<file path="src/shared/pgh_pkg.sv">
// Constants and types shared by the port G/H pin function select block
package pgh_pkg;

  // Register bus geometry
  localparam int unsigned REG_W = 16;
  localparam int unsigned ADDR_W = 4;

  // Register offsets
  localparam logic [3:0] OFF_G_CTRL = 4'h0;
  localparam logic [3:0] OFF_H_CTRL = 4'h2;
  localparam logic [3:0] OFF_STATUS = 4'h4;
  localparam logic [3:0] OFF_LEVEL = 4'h6;

  // Port G control: reset values and reserved bits
  localparam logic [15:0] G_RESET_EMU = 16'haaaa;
  localparam logic [15:0] G_RESET_NORM = 16'ha800;
  localparam logic [15:0] G_READ_ONES = 16'ha000;
  localparam logic [15:0] G_FIELD_MASK = 16'h0fff;

  // Port H control: reset value and writable bits
  localparam logic [15:0] H_RESET = 16'h0000;
  localparam logic [15:0] H_FIELD_MASK = 16'h3fff;

  // Pin counts and field positions
  localparam int unsigned G_PINS = 6;
  localparam int unsigned H_PINS = 4;
  localparam int unsigned H_FIRST_PIN = 3;
  localparam int unsigned MODE_W = 2;

  // Status register fields
  localparam int unsigned STAT_G_BAD_LSB = 0;
  localparam int unsigned STAT_STRAP_BIT = 8;

  // Pin level register fields
  localparam int unsigned LVL_G_LSB = 0;
  localparam int unsigned LVL_H_LSB = 8;

  // Input filter depth: two matching late stages accept a change
  localparam int unsigned SYNC_STAGES = 3;

  // Pin mode field encodings
  typedef enum logic [1:0] {
    PGH_MODE_PERIPH = 2'b00,
    PGH_MODE_PORT_OUT = 2'b01,
    PGH_MODE_IN_PULL = 2'b10,
    PGH_MODE_IN_NOPULL = 2'b11
  } pgh_mode_t;

endpackage

</file>
<file path="src/pgh_pin_cell.sv">
// One pin: mode decode, pad drive, pull-up and filtered input
`timescale 1ns/1ps
module pgh_pin_cell #(
  parameter bit HAS_PORT_OUT = 1'b0
) (
  // Clock and reset
  input wire logic ref_clk,
  input wire logic rst,
  // Mode from the control register
  input wire logic [1:0] mode,
  // Pad side
  input wire logic pad_in,
  output logic pad_out_q,
  output logic pad_oe_q,
  output logic pull_en_q,
  // Peripheral side
  input wire logic periph_out,
  input wire logic periph_oe,
  output logic periph_in_q,
  // Port data side
  input wire logic port_data,
  output logic level_q
);

  logic [pgh_pkg::SYNC_STAGES-1:0] sync_q;
  logic level_d;
  logic pad_out_d;
  logic pad_oe_d;
  logic pull_en_d;
  logic periph_in_d;

  always_comb begin
    // Late stages only; the first stage feeds nothing but the second
    level_d = level_q;
    if (sync_q[1] == sync_q[2]) begin
      level_d = sync_q[2];
    end
    pad_out_d = 1'b0;
    pad_oe_d = 1'b0;
    pull_en_d = 1'b0;
    periph_in_d = 1'b0;
    unique case (pgh_pkg::pgh_mode_t'(mode))
      pgh_pkg::PGH_MODE_PERIPH: begin
        pad_out_d = periph_out;
        pad_oe_d = periph_oe;
        periph_in_d = level_q;
      end
      pgh_pkg::PGH_MODE_PORT_OUT: begin
        // Prohibited code on an input-only pin parks it as plain input
        pad_out_d = HAS_PORT_OUT ? port_data : 1'b0;
        pad_oe_d = HAS_PORT_OUT;
      end
      pgh_pkg::PGH_MODE_IN_PULL: begin
        pull_en_d = 1'b1;
      end
      pgh_pkg::PGH_MODE_IN_NOPULL: begin
        pull_en_d = 1'b0;
      end
    endcase
  end

  always_ff @(posedge ref_clk) begin
    if (rst) begin
      sync_q <= '0;
      level_q <= 1'b0;
      pad_out_q <= 1'b0;
      pad_oe_q <= 1'b0;
      pull_en_q <= 1'b0;
      periph_in_q <= 1'b0;
    end else begin
      sync_q <= {sync_q[1:0], pad_in};
      level_q <= level_d;
      pad_out_q <= pad_out_d;
      pad_oe_q <= pad_oe_d;
      pull_en_q <= pull_en_d;
      periph_in_q <= periph_in_d;
    end
  end

endmodule

</file>
<file path="src/pgh_pin_select.sv">
// Port G/H pin function select: control registers, bus slave, pin cells
//
// The strobed register port and the register offsets were left to the implementer.
`timescale 1ns/1ps
//
// Contract
// - Port G control register is 16 bits, readable and writable.
// - Power-on reset loads port G with aaaa if strap high, a800 if low.
// - Port G keeps contents across manual reset, standby and sleep.
// - Port G bits 15 and 13 read one; writes to them do nothing.
// - Port G bits 14 and 12 read zero; writes to them do nothing.
// - Mode 00 peripheral, 10 input with pull-up, 11 input without.
// - Port H control register is 16 bits; mode 01 drives a port output.
// - Port H bits 15 and 14 read zero; software writes zero there.
// - Port G fields at bits 11:0 pins 5-0; H pins 6-3 at 13:6.
module pgh_pin_select (
  // Clock and power-on reset
  input wire logic ref_clk,
  input wire logic rst,
  // Strap sampled for the port G reset value
  input wire logic emulation_mode_strap,
  // Register port
  input wire logic [3:0] reg_addr,
  input wire logic [15:0] reg_wdata,
  input wire logic reg_wr,
  input wire logic reg_rd,
  output logic [15:0] reg_rdata_q,
  // Port G pads
  input wire logic [5:0] grp_g_pad_in,
  output logic [5:0] grp_g_pad_out_q,
  output logic [5:0] grp_g_pad_oe_q,
  output logic [5:0] grp_g_pull_en_q,
  // Port G peripheral functions
  input wire logic [5:0] grp_g_periph_out,
  input wire logic [5:0] grp_g_periph_oe,
  output logic [5:0] grp_g_periph_in_q,
  // Port G filtered pin levels
  output logic [5:0] grp_g_level_q,
  // Port H pads, pins 6 down to 3
  input wire logic [3:0] grp_h_pad_in,
  output logic [3:0] grp_h_pad_out_q,
  output logic [3:0] grp_h_pad_oe_q,
  output logic [3:0] grp_h_pull_en_q,
  // Port H peripheral functions
  input wire logic [3:0] grp_h_periph_out,
  input wire logic [3:0] grp_h_periph_oe,
  output logic [3:0] grp_h_periph_in_q,
  // Port H output data and filtered pin levels
  input wire logic [3:0] grp_h_port_data,
  output logic [3:0] grp_h_level_q
);

  // Strap filter: no reset, so it keeps tracking the pin while rst holds
  logic [pgh_pkg::SYNC_STAGES-1:0] strap_sync_q;
  logic strap_lvl_q;
  logic strap_lvl_d;

  // Control registers, only writable bits stored
  logic [15:0] g_ctrl_q;
  logic [15:0] g_ctrl_d;
  logic [15:0] h_ctrl_q;
  logic [15:0] h_ctrl_d;

  // Read path
  logic [15:0] reg_rdata_d;
  logic [15:0] g_view;
  logic [15:0] h_view;
  logic [15:0] status_view;
  logic [15:0] level_view;

  // Decode
  logic sel_g;
  logic sel_h;
  logic sel_status;
  logic sel_level;

  // Per-pin mode fields
  logic [1:0] g_mode [pgh_pkg::G_PINS];
  logic [1:0] h_mode [pgh_pkg::H_PINS];
  logic [5:0] g_bad_code;

  assign sel_g = (reg_addr == pgh_pkg::OFF_G_CTRL);
  assign sel_h = (reg_addr == pgh_pkg::OFF_H_CTRL);
  assign sel_status = (reg_addr == pgh_pkg::OFF_STATUS);
  assign sel_level = (reg_addr == pgh_pkg::OFF_LEVEL);

  // Strap filter
  always_comb begin
    strap_lvl_d = strap_lvl_q;
    if (strap_sync_q[1] == strap_sync_q[2]) begin
      strap_lvl_d = strap_sync_q[2];
    end
  end

  always_ff @(posedge ref_clk) begin
    strap_sync_q <= {strap_sync_q[1:0], emulation_mode_strap};
    strap_lvl_q <= strap_lvl_d;
  end

  // Port G control register
  always_comb begin
    g_ctrl_d = g_ctrl_q;
    if (rst) begin
      g_ctrl_d = strap_lvl_q ? pgh_pkg::G_RESET_EMU : pgh_pkg::G_RESET_NORM;
      g_ctrl_d = g_ctrl_d & pgh_pkg::G_FIELD_MASK;
    end else if (reg_wr && sel_g) begin
      g_ctrl_d = reg_wdata & pgh_pkg::G_FIELD_MASK;
    end
  end

  // power-on reset is the only clearing term
  always_ff @(posedge ref_clk) begin
    g_ctrl_q <= g_ctrl_d;
  end

  // Port H control register
  always_comb begin
    h_ctrl_d = h_ctrl_q;
    if (reg_wr && sel_h) begin
      h_ctrl_d = reg_wdata & pgh_pkg::H_FIELD_MASK;
    end
  end

  always_ff @(posedge ref_clk) begin
    if (rst) begin
      h_ctrl_q <= pgh_pkg::H_RESET;
    end else begin
      h_ctrl_q <= h_ctrl_d;
    end
  end

  // Register views
  always_comb begin
    g_view = (g_ctrl_q & pgh_pkg::G_FIELD_MASK) | pgh_pkg::G_READ_ONES;
    h_view = h_ctrl_q & pgh_pkg::H_FIELD_MASK;
    status_view = '0;
    status_view[pgh_pkg::STAT_G_BAD_LSB +: pgh_pkg::G_PINS] = g_bad_code;
    status_view[pgh_pkg::STAT_STRAP_BIT] = strap_lvl_q;
    level_view = '0;
    level_view[pgh_pkg::LVL_G_LSB +: pgh_pkg::G_PINS] = grp_g_level_q;
    level_view[pgh_pkg::LVL_H_LSB + pgh_pkg::H_FIRST_PIN +: pgh_pkg::H_PINS] =
      grp_h_level_q;
  end

  // Read data: valid only in the cycle after the strobe
  always_comb begin
    reg_rdata_d = '0;
    if (reg_rd) begin
      unique case (1'b1)
        sel_g: begin
          reg_rdata_d = g_view;
        end
        sel_h: begin
          reg_rdata_d = h_view;
        end
        sel_status: begin
          reg_rdata_d = status_view;
        end
        sel_level: begin
          reg_rdata_d = level_view;
        end
        default: begin
          reg_rdata_d = '0;
        end
      endcase
    end
  end

  always_ff @(posedge ref_clk) begin
    if (rst) begin
      reg_rdata_q <= '0;
    end else begin
      reg_rdata_q <= reg_rdata_d;
    end
  end

  // Port G pins: input-only cells, code 01 is parked as input
  for (genvar i = 0; i < pgh_pkg::G_PINS; i++) begin : g_pin
    assign g_mode[i] = g_ctrl_q[pgh_pkg::MODE_W*i +: pgh_pkg::MODE_W];
    assign g_bad_code[i] = (g_mode[i] == pgh_pkg::PGH_MODE_PORT_OUT);

    pgh_pin_cell #(
      .HAS_PORT_OUT(1'b0)
    ) u_cell (
      .ref_clk(ref_clk),
      .rst(rst),
      .mode(g_mode[i]),
      .pad_in(grp_g_pad_in[i]),
      .pad_out_q(grp_g_pad_out_q[i]),
      .pad_oe_q(grp_g_pad_oe_q[i]),
      .pull_en_q(grp_g_pull_en_q[i]),
      .periph_out(grp_g_periph_out[i]),
      .periph_oe(grp_g_periph_oe[i]),
      .periph_in_q(grp_g_periph_in_q[i]),
      .port_data(1'b0),
      .level_q(grp_g_level_q[i])
    );
  end

  // Port H pins 3 to 6: full cells with port output
  for (genvar j = 0; j < pgh_pkg::H_PINS; j++) begin : h_pin
    assign h_mode[j] =
      h_ctrl_q[pgh_pkg::MODE_W*(j+pgh_pkg::H_FIRST_PIN) +: pgh_pkg::MODE_W];

    pgh_pin_cell #(
      .HAS_PORT_OUT(1'b1)
    ) u_cell (
      .ref_clk(ref_clk),
      .rst(rst),
      .mode(h_mode[j]),
      .pad_in(grp_h_pad_in[j]),
      .pad_out_q(grp_h_pad_out_q[j]),
      .pad_oe_q(grp_h_pad_oe_q[j]),
      .pull_en_q(grp_h_pull_en_q[j]),
      .periph_out(grp_h_periph_out[j]),
      .periph_oe(grp_h_periph_oe[j]),
      .periph_in_q(grp_h_periph_in_q[j]),
      .port_data(grp_h_port_data[j]),
      .level_q(grp_h_level_q[j])
    );
  end

endmodule

</file>
<file path="config.mk">
export PLATFORM = sky130hd
export DESIGN_NAME = pgh_pin_select
export DESIGN_NICKNAME = d
export VERILOG_FILES = /design/src/shared/pgh_pkg.sv /design/src/pgh_pin_cell.sv /design/src/pgh_pin_select.sv
export SDC_FILE = /design/constraint.sdc
export NUM_CORES = 1
export LEC_CHECK = 0
export BUFFER_PORTS_ARGS = -buffer_cell sky130_fd_sc_hd__buf_2
export CAP_MARGIN = 15
export CORE_UTILIZATION = 51
export DETAILED_ROUTE_END_ITERATION = 8
export GPL_TIMING_DRIVEN = 0
export PLACE_DENSITY = 0.79
export SLEW_MARGIN = 25
export SYNTH_ARGS = -nofsm -noshare
export SYNTH_HDL_FRONTEND = slang
export SYNTH_HIERARCHICAL = 1
export SYNTH_SLANG_ARGS = --single-unit
</file>
<file path="constraint.sdc">
create_clock -name ref_clk -period 2.19 [get_ports ref_clk]
set_input_delay 0.438 -clock ref_clk [delete_from_list [all_inputs] [get_ports ref_clk]]
set_output_delay 0.438 -clock ref_clk [all_outputs]
set_load 0.03 [all_outputs]
</file>
---- Word-level counts from Yosys, hierarchy flattened ----
Cells that the tools add are included.
storage, ports and cells
  flip-flop bits (word level) ............. 126
  bits in latches ......................... 0
  bits in writable memories ............... 0
  bits in read-only memories .............. 0
  input bits .............................. 59
  output and inout bits ................... 66
  logic and storage cells ................. 157
  memories kept ........................... 0
cells by class
  add/subtract/negate cells ............... 0
  $mul .................................... 0
  div/mod/pow operators ................... 0
  order comparisons ....................... 0
  equal/unequal tests ..................... 34
  shift-type cells ........................ 0
  mux-type cells .......................... 22
  bitwise gates (word level) .............. 11
  reductions and logical operators ........ 25
operator list
  cell                                                                   count
  16-bit one-hot mux with 4 select lines                                 1
  12-bit 2-to-1 mux                                                      2
  2-bit OR reduction                                                     11
  2-bit by 1-bit equality test with 1-bit output, second input constant  10
  2-bit equality test, second input constant                             10
  2-bit logical NOT                                                      10
  1-bit one-hot mux with 2 select lines                                  8
  1-bit equality test                                                    11
  1-bit inverter                                                         11
  1-bit 2-to-1 mux                                                       10
  10-bit 2-to-1 mux                                                      1
  4-bit by 3-bit equality test with 1-bit output, second input constant  2
  4-bit by 2-bit equality test with 1-bit output, second input constant  1
  4-bit logical NOT                                                      1
  1-bit logical AND                                                      2
  2-bit nonzero test                                                     1

---- Longest topological paths before layout ----
  word-level depth ........................ 4
  gate-level depth with buffers ........... 6

---- Hierarchy ----
Netlist, hierarchy kept.
modules (own cells, without submodules)
  module                               times used  cells each  area an instance (um2)  seq. area each (um2)
  pgh_pin_select                       1           176         1869.3                  1051.0
  pgh_pin_cell at g_pin[0].u_cell ...  6           19          236.5                   160.2
  pgh_pin_cell at h_pin[0].u_cell ...  4           20          244.0                   160.2

---- Worst setup path before layout ----
OpenSTA, ideal clock, no wires.
  kind .................................... input to register
  from .................................... input port reg_addr[1]
  to ...................................... register g_ctrl_q[0] (enable)
  library setup time ...................... 0.346 ns
  data arrival time ....................... 1.435 ns
  required time ........................... 1.844 ns
  setup slack ............................. 0.408 ns
  cell stages on the path ................. 5
  path buffers ............................ 3
  cell sequence ........................... clkbuf_1 -> buf_4 -> inv_1 -> buf_2 -> a21o_1
between the ends
  word-level cells in the longest chain between the ends .. 3
ends and longest elaborated chain
  element                              line                   text
  start, declared                      pgh_pin_select.sv:23   input wire logic [3:0] reg_addr,
  4-bit logical NOT                    pgh_pin_select.sv:82   assign sel_g = (reg_addr == pgh_pkg::OFF_G_CTRL);
  1-bit logical AND                    pgh_pin_select.sv:106  end else if (reg_wr && sel_g) begin
  2-bit nonzero test (no source line)  n/a
  end signal, assigned                 pgh_pin_select.sv:113  g_ctrl_q <= g_ctrl_d;
  end, declared                        pgh_pin_select.sv:59   logic [15:0] g_ctrl_q;
No other way between the ends.
A chain may end at the register's enable or synchronous reset.

---- Worst setup path in the final report ----
  from .................................... input port rst
  to ...................................... register g_ctrl_q[6] (enable)
between the ends
  word-level cells in the longest chain between the ends .. 1
ends and longest elaborated chain
  element                              line                  text
  start, declared                      pgh_pin_select.sv:19  input wire logic rst,
  2-bit nonzero test (no source line)  n/a
No other way between the ends.

==> impl_results.md <==
* Status: finished, final reports clean
* Top delay family on crit path: buffers and inverters
* Core footprint at 7888 um2
* Largest net degree at the start of global routing at 72
* Min-delay src: emulation_mode_strap
* Worst Path Max Fanout at 71
* Cell Area, Synth at around 4300 um2
* Hold path depth at 1
* DP Wirelength at 6303 um
* Critical-path cell list: buf_4 -> clkbuf_1 -> a21o_1
* CP Buf/Inv Count at 2
* Cells after synthesis at 369
* Worst r2r dst: reg_rdata_q[3]
* CTS Buf Count at 17
* Fin. Hold Viols at 0
* First-pass GRT wire length at 15210 um
* Antenna-violating nets left at 0
* Static leakage at 2.419 nW
* Initial Utilization at 0.5401
* Clock latency on the worst-skew pair at ~0.50 ns
* Initial antenna violation count at 0
* Hold-fix buffers, CTS at 0
* Syn_nets at approximately 430
* Vert. Die Dim at 93.40 um
* Critical Path End Type: flip-flop
* Vias/cell at 5.151
* Maximum clock rate at 0.5634 GHz
* VDD IR max at 0.8006 mV
* Share of cells above drive strength 1 at 0.3831
* # diodes at 0
* Row cnt at 32
* Setup TNS at 0 ns
* Relative slew slack at 0.5054
* PortBufs at between 100 and 150
* Crit share post-route at 0.8104
* 1st-iter DRT viols at ~190
* Routed WL per cell at 15.11 um
* Critical path launch point type: input pin
* Die area at between 8000 and 9000 um2
* WP data arrival at ~1.9 ns
* Clk sinks at 126
* Die width at 93.40 um
* DRC at 0
* Gr usage total at 0.2315
* Setup Buffers After CTS at 0
* Worst r2r src: g_ctrl_q[3]
* Post_cts resized at 0
* Global route overflow at 0
* Routed wire length at 9430 um
* Kind of critical path: input pin to flip-flop
* H-tree depth at 4
* Syn_area_per_cell at around 12 um2
* Unrepaired setup endpoints after global routing: false
* Filler cells at 599
* R2R setup slack at 1.03 ns
* Post-Place Worst Slack at -0.08656 ns
* Fin util at 0.7037
* Nets at 568
* Clock slew at reported path FFs at approximately 0.05 ns
* Hold Path End: strap_sync_q[0]
* Final Slew Violations at 0
* # IOs at about 130
* Fin worst setup slack at 0.4151 ns
* Area post-placement at 4996 um2
* Vias in the first global route at about 3300
* Max Cap Viol at 0
* Area growth syn-to-layout at 30.28%
* Detailed Routing Iterations Pass 1 at 5
* Final Cell Area at 5550 um2
* Root buf cell: clkbuf_8
* Worst Hold Class: input pin to flip-flop
* Via Count at 3214
* Worst slew pin tran at between 0.7 and 0.8 ns
* Min Clock Period, post-route at 1.775 ns
* Slowest cell on crit path: buf_4
* Worst clock skew at 0.005562 ns
* Clock Path Buffers at 2
* Max incr delay on CP at 0.55 ns
* CTS tree: built
* Routability cong. at 0.8227
* Pwr dens at 961.5 nW/um2
* YS warnings at 6
* WP data required at 2.33 ns
* Final Setup Violations at 0
* Worst r2r path cells at 3
layout make-up:
cell class	instances	area [um2]	area share
inverter	6	22.52	0.004058
buffer	12	62.56	0.01127
clock buffer	27	501.7	0.09040
tap	102	127.6	0.02299
timing repair buffer	121	608.1	0.1096
sequential	126	2653	0.4779
clock inverter	5	52.55	0.009468
multi-input combinational	225	1523	0.2743
state kept, by name, summed over array words and instances (netlist names):
| name | cells |
|---|---|
| h_pin.u_cell/periph_in_q | 4 |
| g_pin.u_cell/level_q | 6 |
| reg_rdata_q | 16 |
| g_pin.u_cell/pad_oe_q | 6 |
| strap_sync_q | 3 |
| g_ctrl_q | 12 |
| strap_lvl_q | 1 |
| h_pin.u_cell/level_q | 4 |
| h_pin.u_cell/pad_oe_q | 4 |
| g_pin.u_cell/sync_q | 18 |
| g_pin.u_cell/pull_en_q | 6 |
| h_pin.u_cell/pull_en_q | 4 |
| h_pin.u_cell/pad_out_q | 4 |
| h_ctrl_q | 14 |
| g_pin.u_cell/pad_out_q | 6 |
| h_pin.u_cell/sync_q | 12 |
| g_pin.u_cell/periph_in_q | 6 |
cells in the final DEF (no fill, tap or decap), types with 5 or more instances in the layout:
master,instances
o21ai_0,19
a21oi_1,31
nor2b_1,18
nor3_2,10
mux2_2,7
nor3_1,6
inv_1,6
and2b_2,18
edfxtp_1,13
clkbuf_1,10
dfxtp_1,113
clkbuf_8,6
buf_2,125
mux2i_1,10
o21ai_1,10
and2_1,18
clkbuf_16,16
nor4b_2,5
nand2_1,12
nor2_1,12
a22oi_1,7
nand3_1,15
nand3b_1,6
nor3b_1,10
metrics by stage:
stage               total power, mW  instances  hold WS, ns
floorplan                     2.668        369       0.3096
global placement              2.797        592       0.3109
detailed placement            2.808        592       0.3161
CTS                           5.374        624      0.01450
global route                  5.511        624      0.02198
finish                        5.336        624      0.03412
power by group:
part	switching [mW]	internal (mW)	leakage [nW]	total, mW
Combinational	0.180	0.127	1.09	0.307
Sequential	0.0448	2.41	1.05	2.46
Clock	0.920	1.65	0.277	2.57
layer usage:
metal	track usage	up-vias	wire (um)
met1	0.2686	1518	4006
met4	0.09487	0	89
met2	0.3854	116	4635
li1	-	1568	-
met3	0.08537	12	698
met5	0	-	0
how the worst max path moves through the flow:
stage	start	to	slack, ns	cells after the start
final	rst	g_ctrl_q[6]	0.42	3
after global routing	rst	g_ctrl_q[8]	0.32	3
after CTS	rst	g_ctrl_q[4]	0.43	3
after detailed placement	rst	g_ctrl_q[0]	-0.09	3
after global placement	rst	g_ctrl_q[0]	-0.43	3
after floorplan	reg_addr[1]	g_ctrl_q[0]	0.41	5
worst register-to-register path: cells and delay by family, from the launching register on:
kind | cells | cell delay (ns)
compound gates | 2 | 0.32
flops | 1 | 0.43
mux | 1 | 0.29
Note: power is estimated with default switching activity, not from simulation.
